### config.mk
export PLATFORM = sky130hd
export DESIGN_NAME = cjasu_unit
export DESIGN_NICKNAME = d
export VERILOG_FILES = /design/src/core/cjasu_ones_adder.v /design/src/core/cjasu_portion.v /design/src/core/cjasu_unit.v
export VERILOG_INCLUDE_DIRS = /design/src /design/src/core
export SDC_FILE = /design/constraint.sdc
export NUM_CORES = 1
export LEC_CHECK = 0
export ABC_AREA = 1
export ABC_CLOCK_PERIOD_IN_PS = 4400
export BUFFER_PORTS_ARGS = -buffer_cell sky130_fd_sc_hd__buf_2
export CORE_ASPECT_RATIO = 1.2
export CORE_UTILIZATION = 50
export CTS_BUF_LIST = sky130_fd_sc_hd__clkbuf_8
export DETAILED_ROUTE_END_ITERATION = 6
export PLACE_DENSITY_LB_ADDON = 0.05
export SYNTH_ARGS = -nofsm -noshare
export SYNTH_HDL_FRONTEND = slang
export SYNTH_HIERARCHICAL = 1
export SYNTH_SLANG_ARGS = --single-unit
### constraint.sdc
create_clock -name clk -period 4.4 [get_ports clk]
set_input_delay 0.22 -clock clk [delete_from_list [all_inputs] [get_ports clk]]
set_output_delay 0.22 -clock clk [all_outputs]
set_load 0.01 [all_outputs]
### src/core/cjasu_defs.vh
// constants for the conditional jump and add/subtract unit
`ifndef CJASU_DEFS_VH
`define CJASU_DEFS_VH
// opcodes (octal as printed)
`define CJASU_OP_QJUMP 6'o27
`define CJASU_OP_ADDIMM 6'o31
`define CJASU_OP_ADD 6'o32
`define CJASU_OP_ADDWB 6'o33
`define CJASU_OP_INCST 6'o34
`define CJASU_OP_LDSUMQ 6'o35
`define CJASU_OP_ADDQST 6'o36
`define CJASU_OP_STPQWB 6'o37
`define CJASU_OP_SUBIMM 6'o41
`define CJASU_OP_SUB 6'o42
`define CJASU_OP_SUBWB 6'o43
// word layout
`define CJASU_WORD_W 24
`define CJASU_SIGN_BIT 23
`define CJASU_ADDR_W 15
`define CJASU_RESET_WORD 24'h00_0000
// operation times in microseconds
`define CJASU_T_32US 8'h20
`define CJASU_T_12US 8'h0C
`define CJASU_T_40US 8'h28
`define CJASU_T_20US 8'h14
`define CJASU_T_56US 8'h38
`define CJASU_T_60US 8'h3C
`define CJASU_T_68US 8'h44
`define CJASU_T_48US 8'h30
`define CJASU_T_28US 8'h1C
`define CJASU_T_36US 8'h24
// clock cycles per microsecond at 200 MHz
`define CJASU_CLK_MHZ 16'h00C8
`endif

### src/core/cjasu_ones_adder.v
// 24-bit one's-complement adder with end-around carry
`timescale 1ns/100ps
`include "cjasu_defs.vh"
module cjasu_ones_adder (
   input wire [23:0] opA, // first operand
   input wire [23:0] opB, // second operand
   input wire negB, // complement opB first
   output wire [23:0] sum // one's-complement sum
);
   wire [23:0] addend;
   wire [24:0] raw;
   // subtract by adding the complement, then fold carry back
   assign addend = negB ? ~opB : opB;
   assign raw = {1'b0, opA} + {1'b0, addend};
   assign sum = raw[23:0] + {23'h00_0000, raw[24]};
endmodule // cjasu_ones_adder

### src/core/cjasu_portion.v
// word-portion selection for storage operands
`timescale 1ns/100ps
module cjasu_portion (
   input wire [2:0] modSel, // portion designator
   input wire [23:0] word, // full storage word
   input wire [23:0] oldWord, // word before write (merge base)
   input wire [23:0] newVal, // value to merge on write
   output reg [23:0] readVal, // selected portion, right-justified
   output reg [23:0] mergeVal // old word with portion replaced
);
   // 0 full, 1 lower half, 2 upper half, 3..5 thirds, 6..7 full
   always @* begin
      case (modSel)
         3'd1: begin
            readVal = {12'h000, word[11:0]};
            mergeVal = {oldWord[23:12], newVal[11:0]};
         end
         3'd2: begin
            readVal = {12'h000, word[23:12]};
            mergeVal = {newVal[11:0], oldWord[11:0]};
         end
         3'd3: begin
            readVal = {16'h0000, word[7:0]};
            mergeVal = {oldWord[23:8], newVal[7:0]};
         end
         3'd4: begin
            readVal = {16'h0000, word[15:8]};
            mergeVal = {oldWord[23:16], newVal[7:0], oldWord[7:0]};
         end
         3'd5: begin
            readVal = {16'h0000, word[23:16]};
            mergeVal = {newVal[7:0], oldWord[15:0]};
         end
         default: begin
            readVal = word;
            mergeVal = newVal;
         end
      endcase
   end
endmodule // cjasu_portion

### src/core/cjasu_unit.v
// execution datapath for secondary jump and add/subtract instructions
`timescale 1ns/100ps
`include "cjasu_defs.vh"
module cjasu_unit (
   input wire clk, // 200 MHz clock
   input wire reset, // synchronous, active high
   input wire start, // one-cycle instruction start
   input wire [5:0] opcode, // decoded operation code
   input wire [2:0] modifier, // m field
   input wire [2:0] indexSel, // b field, zero means none
   input wire [14:0] addrField, // low 15 bits of instruction
   input wire [14:0] indexVal, // contents of selected index register
   input wire [14:0] progCount, // address of this instruction
   input wire repeatOn, // repeat control active
   input wire traceOn, // trace-jump control active
   input wire secLoad, // load secondary while idle
   input wire [23:0] secIn, // value for the secondary register
   input wire memAck, // storage cycle done, rdData valid
   input wire [23:0] rdData, // storage read data
   output reg memRd, // storage read request (level until ack)
   output reg memWr, // storage write request (level until ack)
   output reg [14:0] memAddr, // storage address
   output reg [23:0] wrData, // storage write data
   output reg busy, // instruction in progress
   output reg done, // one-cycle completion pulse
   output reg jumpTaken, // jump performed, valid with done
   output reg [14:0] nextAddr, // next instruction address, valid with done
   output reg repeatEnd, // repeat sequence ends, valid with done
   output reg [23:0] accOut, // accumulator
   output reg [23:0] secOut // secondary register
);
   // sequencer state codes
   localparam ST_IDLE = 3'd0;
   localparam ST_READ = 3'd1;
   localparam ST_CALC = 3'd2;
   localparam ST_WRITE = 3'd3;
   localparam ST_WAIT = 3'd4;
   localparam ST_DONE = 3'd5;
   localparam [15:0] CYC_US = `CJASU_CLK_MHZ;

   // instruction fields and working registers held for the whole operation
   reg [2:0] state_r;
   reg [2:0] state_nxt;
   reg [5:0] op_r;
   reg [2:0] mod_r;
   reg rep_r;
   reg trace_r;
   reg [14:0] addr_r;
   reg [14:0] pc_r;
   reg [23:0] opnd_r;
   reg [23:0] oldWord_r;
   reg [15:0] timer_r;
   reg [15:0] target_r;
   reg [23:0] acc_r;
   reg [23:0] sec_r;
   reg jmp_r;
   reg [14:0] next_r;

   // combinational helpers
   wire [14:0] effAddr;
   wire [23:0] portionVal;
   wire [23:0] mergedWord;
   reg [23:0] addA;
   reg [23:0] addB;
   reg negB;
   wire [23:0] sumVal;
   wire needRead;
   wire needWrite;
   wire jumpCond;
   reg [7:0] usTime;
   wire [23:0] linkWord;
   wire [23:0] secRotated;
   wire [23:0] wbWord;

   // operand address or immediate: low 15 bits plus index
   assign effAddr = (indexSel == 3'd0) ? addrField : addrField + indexVal;

   // storage operands read only portion selected by m
   cjasu_portion portion (
      .modSel(mod_r),
      .word(rdData),
      .oldWord(oldWord_r),
      .newVal(sumVal), // the fresh sum goes into the old word
      .readVal(portionVal),
      .mergeVal(mergedWord)
   );

   // one's-complement arithmetic, subtract by complement
   cjasu_ones_adder adder (
      .opA(addA),
      .opB(addB),
      .negB(negB),
      .sum(sumVal)
   );

   // opcodes that fetch a storage operand
   assign needRead = (op_r == `CJASU_OP_ADD) || (op_r == `CJASU_OP_ADDWB) ||
      (op_r == `CJASU_OP_INCST) || (op_r == `CJASU_OP_LDSUMQ) ||
      (op_r == `CJASU_OP_STPQWB) || (op_r == `CJASU_OP_SUB) ||
      (op_r == `CJASU_OP_SUBWB);
   // opcodes that end with a storage write
   assign needWrite = (op_r == `CJASU_OP_ADDWB) || (op_r == `CJASU_OP_INCST) ||
      (op_r == `CJASU_OP_ADDQST) || (op_r == `CJASU_OP_STPQWB) ||
      (op_r == `CJASU_OP_SUBWB);
   // sign test: even m positive, odd m negative
   assign jumpCond = mod_r[0] ? sec_r[`CJASU_SIGN_BIT] : ~sec_r[`CJASU_SIGN_BIT];

   // link word for a return jump: address after this instruction
   assign linkWord = {9'h000, pc_r + 15'h0001};

   // secondary rotated circularly left by one
   assign secRotated = {sec_r[22:0], sec_r[`CJASU_SIGN_BIT]};

   // write-back word: full result, or the result merged into the old word
   assign wbWord = (op_r == `CJASU_OP_ADDQST) ? sumVal :
      (mod_r == 3'd0 || mod_r[2:1] == 2'b11) ? sumVal :
      mergedWord;

   // adder operand selection per opcode
   always @* begin
      addA = acc_r;
      addB = opnd_r;
      negB = 1'b0;
      case (op_r)
         `CJASU_OP_ADDIMM, `CJASU_OP_ADD, `CJASU_OP_ADDWB: begin
            addB = opnd_r;
         end
         `CJASU_OP_INCST: begin
            addA = opnd_r;
            addB = 24'h00_0001;
         end
         `CJASU_OP_LDSUMQ, `CJASU_OP_STPQWB: begin
            addA = opnd_r;
            addB = sec_r;
         end
         `CJASU_OP_ADDQST: begin
            addB = sec_r;
         end
         `CJASU_OP_SUBIMM, `CJASU_OP_SUB, `CJASU_OP_SUBWB: begin
            negB = 1'b1;
         end
         default: begin
            negB = 1'b0;
         end
      endcase
   end

   // operation time in microseconds
   always @* begin
      case (op_r)
         `CJASU_OP_QJUMP: begin
            // a taken return or trace jump is the long case
            if (jmp_r && (trace_r || mod_r[2]))
               usTime = `CJASU_T_56US;
            else if (jmp_r || !rep_r)
               usTime = `CJASU_T_40US;
            else
               usTime = `CJASU_T_20US;
         end
         `CJASU_OP_ADDIMM: usTime = rep_r ? `CJASU_T_12US : `CJASU_T_32US;
         `CJASU_OP_SUBIMM: usTime = `CJASU_T_32US;
         `CJASU_OP_ADD, `CJASU_OP_SUB: usTime = rep_r ? `CJASU_T_20US : `CJASU_T_40US;
         `CJASU_OP_ADDWB, `CJASU_OP_INCST, `CJASU_OP_SUBWB:
            usTime = rep_r ? `CJASU_T_40US : `CJASU_T_60US;
         `CJASU_OP_STPQWB: usTime = rep_r ? `CJASU_T_48US : `CJASU_T_68US;
         `CJASU_OP_LDSUMQ: usTime = rep_r ? `CJASU_T_28US : `CJASU_T_48US;
         `CJASU_OP_ADDQST: usTime = rep_r ? `CJASU_T_36US : `CJASU_T_56US;
         default: usTime = `CJASU_T_32US;
      endcase
   end

   // sequencing of read, compute, write, timed wait
   always @* begin
      state_nxt = state_r;
      case (state_r)
         ST_IDLE: if (start) state_nxt = ST_READ;
         ST_READ: begin
            if (!needRead)
               state_nxt = ST_CALC;
            else if (memAck)
               state_nxt = ST_CALC;
         end
         ST_CALC: state_nxt = (needWrite || (op_r == `CJASU_OP_QJUMP && jmp_r &&
            (trace_r || mod_r[2]))) ? ST_WRITE : ST_WAIT;
         ST_WRITE: if (memAck) state_nxt = ST_WAIT;
         // hold until the operation time has run out
         ST_WAIT: if (timer_r >= target_r) state_nxt = ST_DONE;
         ST_DONE: state_nxt = ST_IDLE;
         default: state_nxt = ST_IDLE;
      endcase
   end

   // datapath registers
   always @(posedge clk) begin
      if (reset) begin
         // all state and outputs clear on reset
         state_r <= ST_IDLE;
         op_r <= 6'h00;
         mod_r <= 3'h0;
         rep_r <= 1'b0;
         trace_r <= 1'b0;
         addr_r <= 15'h0000;
         pc_r <= 15'h0000;
         opnd_r <= `CJASU_RESET_WORD;
         oldWord_r <= `CJASU_RESET_WORD;
         timer_r <= 16'h0000;
         target_r <= 16'h0000;
         acc_r <= `CJASU_RESET_WORD;
         sec_r <= `CJASU_RESET_WORD;
         jmp_r <= 1'b0;
         next_r <= 15'h0000;
         memRd <= 1'b0;
         memWr <= 1'b0;
         memAddr <= 15'h0000;
         wrData <= `CJASU_RESET_WORD;
         busy <= 1'b0;
         done <= 1'b0;
         jumpTaken <= 1'b0;
         nextAddr <= 15'h0000;
         repeatEnd <= 1'b0;
         accOut <= `CJASU_RESET_WORD;
         secOut <= `CJASU_RESET_WORD;
      end else begin
         // sequencer advance and operation timer
         state_r <= state_nxt;
         done <= 1'b0;
         timer_r <= (state_r == ST_IDLE) ? 16'h0000 : timer_r + 16'h0001;
         case (state_r)
            // latch the instruction fields on start
            ST_IDLE: begin
               if (start) begin
                  op_r <= opcode;
                  // immediate ops ignore m, full word operand
                  mod_r <= (opcode == `CJASU_OP_ADDIMM || opcode == `CJASU_OP_SUBIMM) ?
                     3'd0 : modifier;
                  rep_r <= repeatOn;
                  trace_r <= traceOn;
                  addr_r <= effAddr;
                  pc_r <= progCount;
                  opnd_r <= {9'h000, effAddr}; // immediate is positive 15-bit
                  busy <= 1'b1;
                  jmp_r <= 1'b0;
                  memAddr <= effAddr;
                  memRd <= (opcode != `CJASU_OP_QJUMP && opcode != `CJASU_OP_ADDIMM &&
                     opcode != `CJASU_OP_SUBIMM && opcode != `CJASU_OP_ADDQST);
               end else if (secLoad) begin
                  // secondary filled from outside, shown at once on secOut
                  sec_r <= secIn;
                  secOut <= secIn;
               end
            end
            // take the storage operand when it arrives
            ST_READ: begin
               if (needRead && memAck) begin
                  memRd <= 1'b0;
                  opnd_r <= portionVal;
                  oldWord_r <= rdData;
               end
               if (op_r == `CJASU_OP_QJUMP)
                  jmp_r <= jumpCond;
            end
            // compute, set the timed target, prepare any storage write
            ST_CALC: begin
               target_r <= CYC_US * {8'h00, usTime};
               if (op_r == `CJASU_OP_QJUMP) begin
                  // rotate after the test, taken or not, unless m bit 1 is set
                  if (!mod_r[1])
                     sec_r <= secRotated;
                  if (!jmp_r) begin
                     // no jump: continue in sequence
                     next_r <= pc_r + 15'h0001;
                  end else if (trace_r) begin
                     // trace control: return jump to zero
                     memAddr <= 15'h0000;
                     wrData <= linkWord;
                     next_r <= 15'h0001;
                  end else if (mod_r[2]) begin
                     // return jump: link stored at target
                     memAddr <= addr_r;
                     wrData <= linkWord;
                     next_r <= addr_r + 15'h0001;
                  end else begin
                     next_r <= addr_r; // normal jump
                  end
                  memWr <= jmp_r && (trace_r || mod_r[2]);
               end else begin
                  acc_r <= sumVal;
                  next_r <= pc_r + 15'h0001;
                  memWr <= needWrite;
                  memAddr <= addr_r;
                  // write back only the designated portion, or the full word for ADDQST
                  wrData <= wbWord;
               end
            end
            // hold the write until storage acknowledges
            ST_WRITE: begin
               if (memAck) memWr <= 1'b0;
            end
            // completion pulse and result outputs
            ST_DONE: begin
               busy <= 1'b0;
               done <= 1'b1;
               jumpTaken <= jmp_r;
               nextAddr <= next_r;
               repeatEnd <= rep_r && jmp_r;
               accOut <= acc_r;
               secOut <= sec_r;
            end
            default: begin
               busy <= busy;
            end
         endcase
      end
   end
endmodule // cjasu_unit

# Word-level counts from Yosys, hierarchy flattened
# Index checks and enable logic that the tools add are counted.
# totals
regBits	293
out_inout_bits	108
wordCells	190
# classes
n_addsub	6
n_mul	1
magnitude_cmp	1
n_eq_ne	42
n_mux	62
bitwise	3
n_reduce_logical	49
# ops
cell	count
24-bit 2-to-1 mux	14
24-bit case mux with 5 select lines	2
24-bit case mux with 2 select lines	4
15-bit 2-to-1 mux	10
8-bit case mux with 7 select lines	1
6-bit by 5-bit == test with 1-bit output (second input constant)	9
15-bit by 1-bit adder with 15-bit output (second input constant)	2
6-bit 2-to-1 mux	5
15-bit case mux with 2 select lines	1
24-bit by 24-bit adder with 25-bit output	1
24-bit by 1-bit adder with 24-bit output	1
6-bit == test (second input constant)	4
24-bit inverter	1
3-bit 2-to-1 mux	7
2-bit inequality test (second input constant)	10
6-bit by 5-bit inequality test with 1-bit output (second input constant)	3
16-bit by 1-bit adder with 16-bit output (second input constant)	1
16-bit greater-or-equal comparator	1
15-bit adder	1
1-bit logical OR	15
3-bit case mux with 5 select lines	1
5-bit by 8-bit multiplier with 13-bit output (first input constant)	1
3-bit by 2-bit == test with 1-bit output (second input constant)	4
3-bit == test (second input constant)	4
20 further kinds	61

# Depth between registers and ports, before layout
# depth
word_depth	11
depth_mapped	38
ltp_nobuf	37

# By module
# Netlist, hierarchy kept.
# modules_own_cells
module	instances	cells_each	area_each_um2	seq_area_each_um2
cjasu_unit	1	2230	15014.4	5825.6
cjasu_ones_adder	1	506	2677.6	0.0
cjasu_portion	1	278	1342.5	0.0

# Least setup slack after synthesis
# OpenSTA, ideal clock, no wires.
# synth_timing
kind	register to register
startpoint	register op_r[5]
endpoint	register wrData[20]
setup_time_ps	132
t_arrival_ps	4542
required_time_ps	4268
slack_ps	-274
stages_incl_launch_ff	36
path_buffers	2
cell_sequence	dfxtp_1 > inv_1 > nor2_1 > nand2_1 > nor2_1 > clkbuf_1 > buf_1 > xor2_1 > ha_1 > fa_1 > nand2_1 > nand2_1 > nand3_1 > nand2_1 > nand3_1 > nand3_1 > a21oi_1 > o21bai_1 > ha_1 > ha_1 > inv_1 > nor2_1 > nand3_2 > nor2_4 > nand3_2 > nor2_4 > nand3_1 > nor2_1 > nand2_1 > nand2_1 > inv_1 > nand2_1 > nand3_1 > o21ai_0 > o21bai_1 > a21oi_1
# synth_between
word_cells_on_any_way	25
cone_classes	add/sub (2); eq/ne (10); mux (8); bitwise (1); reduce/logical (4)
# synth_lines
element	line_no	text
start: declaration	cjasu_unit.v:44	reg [5:0] op_r;
start signal: assignment	cjasu_unit.v:232	op_r <= opcode;
6-bit == test	cjasu_unit.v:124	case (op_r)
3-bit OR reduction (*)	cjasu_unit.v:124	
1-bit 2-to-1 mux (*)	cjasu_unit.v:124	
via negB	cjasu_unit.v:65	reg negB;
24-bit 2-to-1 mux (*)	cjasu_ones_adder.v:13	assign addend = negB ? ~opB : opB;
24-bit by 24-bit adder with 25-bit output (*)	cjasu_ones_adder.v:14	assign raw = {1'b0, opA} + {1'b0, addend};
24-bit by 1-bit adder with 24-bit output (*)	cjasu_ones_adder.v:15	assign sum = raw[23:0] + {23'h00_0000, raw[24]};
via sumVal[20]	cjasu_unit.v:66	wire [23:0] sumVal;
24-bit case mux with 5 select lines (*)	cjasu_portion.v:13	case (modSel)
via mergedWord[20]	cjasu_unit.v:62	wire [23:0] mergedWord;
24-bit 2-to-1 mux (*)	cjasu_unit.v:116	(mod_r == 3'd0 || mod_r[2:1] == 2'b11) ? sumVal :
24-bit 2-to-1 mux (*)	cjasu_unit.v:115	assign wbWord = (op_r == `CJASU_OP_ADDQST) ? sumVal :
24-bit 2-to-1 mux (*)	cjasu_unit.v:265	if (op_r == `CJASU_OP_QJUMP) begin
end signal: assignment	cjasu_unit.v:275	wrData <= linkWord;
end signal: assignment	cjasu_unit.v:280	wrData <= linkWord;
end signal: assignment	cjasu_unit.v:292	wrData <= wbWord;
end: declaration	cjasu_unit.v:23	output reg [23:0] wrData,
# Mark *: on every way through the listed nets, which the timed path passes. The rest lies on a longest branch.
# A chain may end at the register's enable or synchronous reset.

# Final worst setup path
# layout_timing
startpoint	register op_r[4]
endpoint	register wrData[12]
# layout_between
elab_chain_cells	11
word_cells_on_any_way	25
cone_classes	add/sub (2); eq/ne (10); mux (8); bitwise (1); reduce/logical (4)
# layout_lines
element	line_no	text
6-bit by 5-bit == test with 1-bit output	cjasu_unit.v:124	
3-bit OR reduction (no source line)	--	
24-bit case mux with 2 select lines (*)	cjasu_unit.v:124	
via addB[7]	cjasu_unit.v:64	reg [23:0] addB;
24-bit inverter	cjasu_ones_adder.v:13	
24-bit 2-to-1 mux (*)	cjasu_ones_adder.v:13	
24-bit by 24-bit adder with 25-bit output (*)	cjasu_ones_adder.v:14	
24-bit by 1-bit adder with 24-bit output (*)	cjasu_ones_adder.v:15	
via sumVal[12]	cjasu_unit.v:66	
24-bit case mux with 5 select lines (*)	cjasu_portion.v:13	
via mergedWord[12]	cjasu_unit.v:62	
24-bit 2-to-1 mux (*)	cjasu_unit.v:116	
24-bit 2-to-1 mux (*)	cjasu_unit.v:115	
24-bit 2-to-1 mux (*)	cjasu_unit.v:265	
# Marks and branches as above.

==> impl_results.md <==
- Initial Utilization: 0.512
- Leakage power total: 12.1 nW
- Clk sinks: 291
- Top cells by area, synth: dfxtp_1, nand2_1, o21ai_0, inv_1, nand3_1
- Max Clock Freq: 0.219 GHz
- Final setup violation count: 15
- Max Cap Violations: 0
- Initial antenna violation count: 0
- Rel. slew slack: 0.287
- CP Max Fanout: 6
- Layout area overhead: 26.9%
- Syn_nets: 3203
- Die Y: 216 µm
- Synth warn: 6
- Met1 WL: 28.4 mm
- DRC viols: 0
- Clock Latency Late Sink: 650 ps
- Max-slew violation count: 0
- Vias per inst: 5.56
- First-pass GRT wire length: 113 mm
- Crit path capture type: register
- Hold Fails Final Rpt: 0
- Unrepaired setup endpoints after global routing: true
- Share of the synthesized area in the top cell type: 0.306
- Crit. Startpoint: op_r[4]$_SDFFE_PP0P_
- Syn_area_per_cell: 6.32 µm²
- Synthesized area: 19000 µm²
- Vias: 21800
- Netlist cell types: 57
- Nets: 3598
- Min-Delay Path Class: input pin to register
- Largest area contributor in the netlist: dfxtp_1
- Slew @ Worst Pin: 1060 ps
- DR iter-0 viols: 1665
- Port Buffers: 219
- Startpoint Class: register
- Crit share post-route: 1.04
- Worst Slack Setup Final: -169 ps
- Clk slew on worst S/H paths: 70 ps
- Detailed Place HPWL: 54.1 mm
- Pin count of the biggest net entering global routing: 113
- H-Tree Level Count: 2
- EDFF count, synth: 0
- Die area: 38900 µm²
- Ys async rst share: 0
- Ys flop type: dfxtp_1
- Placer Congestion: 1.07
- Wire length on met3: 4.09 mm
- CTS root buf: clkbuf_8
- IO Count: 220
- Worst EP required: 4950 ps
- Commonest cells after routing, fill and taps aside: nand2_1, inv_1, dfxtp_1, o21ai_0, nor2_1
- CTS tree: done
- Crit-path slowest cell: ha_1
- # rows: 77
- Routed len/inst: 18.8 µm
- Met2 WL: 35.4 mm
- Crit Path Class: register to register
- Startpoint of the worst hold path: addrField[9]
- Total Routing Usage GR: 0.371
- Failing checks: setup timing
- Commonest non-fill, non-tap cell in the layout: nand2_1
- Crit path DAT: 5120 ps
- Power Density: 605 nW/µm²
- Power, Total: 14.6 mW
- CTS buffer count: 50
- Outcome: complete, but fails checks
- Skew final: 36.7 ps
- Worst r2r src: op_r[4]$_SDFFE_PP0P_
- Grt ovf: 0
- Fin util: 0.650
- Top sig layer: met4
- N_diodes: 0
- Post-route ant nets: 0
- DIE WIDTH: 180 µm
- DRT Wirelength: 73.6 mm
- Share of post-route cells with drive strength above 1: 0.207
- Period minus WS final: 4570 ps
- Core ar.: 37200 µm²
- Clock Tree Buf Depth: 3
- CP max stage delay: 350 ps
- DRT Pass-1 Iters: 6
- Vias in the first global route: 20700
- Seq/Total Area, Yosys: 0.306
- Yosys reg bits: 291
- VDD IR max: 0.409 mV
- Cell count after synthesis: 3014
- Most frequent CP cell: nand2_2
metrics by stage:
stage               setup WS (ps)  setup TNS, ps  std cells  cell area, µm²  hold slack [ps]
floorplan                   0.924              0       3014           19000              361
finish                       -169          -1590       3920           24200             57.9
global placement             -214          -1270       3717           21300              442
CTS                         -71.1           -589       3905           23800             13.6
global route                 -436          -8150       3920           24200             57.7
detailed placement           -309          -3200       3717           21300              453
final timing paths:
path,end,slack [ps],depth (start not counted)
setup / recovery,wrData[12]$_SDFFE_PP0P_,-170,36
hold / removal,addr_r[9]$_SDFFE_PP0P_,60,6
setup reg to reg,wrData[12]$_SDFFE_PP0P_,-170,36
hold reg to reg,wrData[23]$_SDFFE_PP0P_,460,2
critical path, delay by kind of cell (launching register included):
| kind | cells | cell delay (ps) |
|---|---|---|
| AOI/OAI and AO/OA | 5 | 780 |
| adders and majority gates | 3 | 740 |
| DFF | 1 | 330 |
| and+or+nand+nor | 21 | 1920 |
| buffers and inverters | 5 | 390 |
| xor gates and xnor gates | 2 | 280 |
synthesized netlist by cell type (16+ instances only):
master / instances
nand3_1: 230
nand2_2: 26
nand2_1: 785
buf_2: 32
nor2_1: 273
inv_2: 27
nand4_1: 65
ha_1: 74
o21ai_0: 294
nor2_2: 21
nor3_1: 22
xor2_1: 57
inv_1: 325
clkbuf_1: 83
dfxtp_1: 291
o22ai_1: 16
a31oi_1: 30
a21oi_1: 222
cell type report:
class | instances | area (µm²)
Inverter | 357 | 1350
Timing Repair Buffer | 488 | 3500
Clock inverter | 19 | 246
Clock buffer | 70 | 963
Fill cell | 3548 | 13000
Multi-Input combinational cell | 2221 | 11700
Tap cell | 474 | 593
Sequential cell | 291 | 5830
state kept, by name (all words and copies together), names as in the netlist, 15 cells and up:
| register | cells |
|---|---|
| addr_r | 15 |
| opnd_r | 24 |
| next_r | 15 |
| acc_r | 24 |
| accOut | 24 |
| oldWord_r | 24 |
| sec_r | 24 |
| secOut | 24 |
| wrData | 24 |
| pc_r | 15 |
| timer_r | 16 |
| memAddr | 15 |
| nextAddr | 15 |
kinds of logic (layout without fill, tap and decap cells):
| kind of cell | count (synthesis) | after routing | share of synthesized area |
|---|---|---|---|
| AND/OR/NAND/NOR | 1476 | 1476 | 0.338 |
| flip-flops | 291 | 291 | 0.306 |
| adder cells (fa/ha/maj) | 77 | 77 | 0.0518 |
| buffers and inverters | 502 | 934 | 0.106 |
| multiplexers | 1 | 1 | 0.000526 |
| AO/OA/AOI/OAI | 602 | 602 | 0.167 |
| XOR/XNOR | 65 | 65 | 0.0303 |
layer usage:
metal	vias to the layer above	GRT usage
li1	10600	-
met2	884	0.640
met5	-	0
met4	0	0.274
met1	10100	0.422
met3	281	0.0461
report_power, final:
group          switching [mW]  total (mW)  internal (mW)  leakage [nW]
sequential              0.488        3.84           3.35          2.38
clock                    1.24        3.00           1.76         0.646
combinational            5.09        7.79           2.70          9.03
total                    6.81        14.6           7.81          12.1
timing repair:
action,in CTS,in global routing
hold buffers,76,0
pin swaps,44,30
resized for setup,76,64
cloned,3,0
setup buffers,20,16
endpoints found under the setup margin,24,39
hold endpoints to repair,104,0
Note: power is estimated with default switching activity, not from simulation.
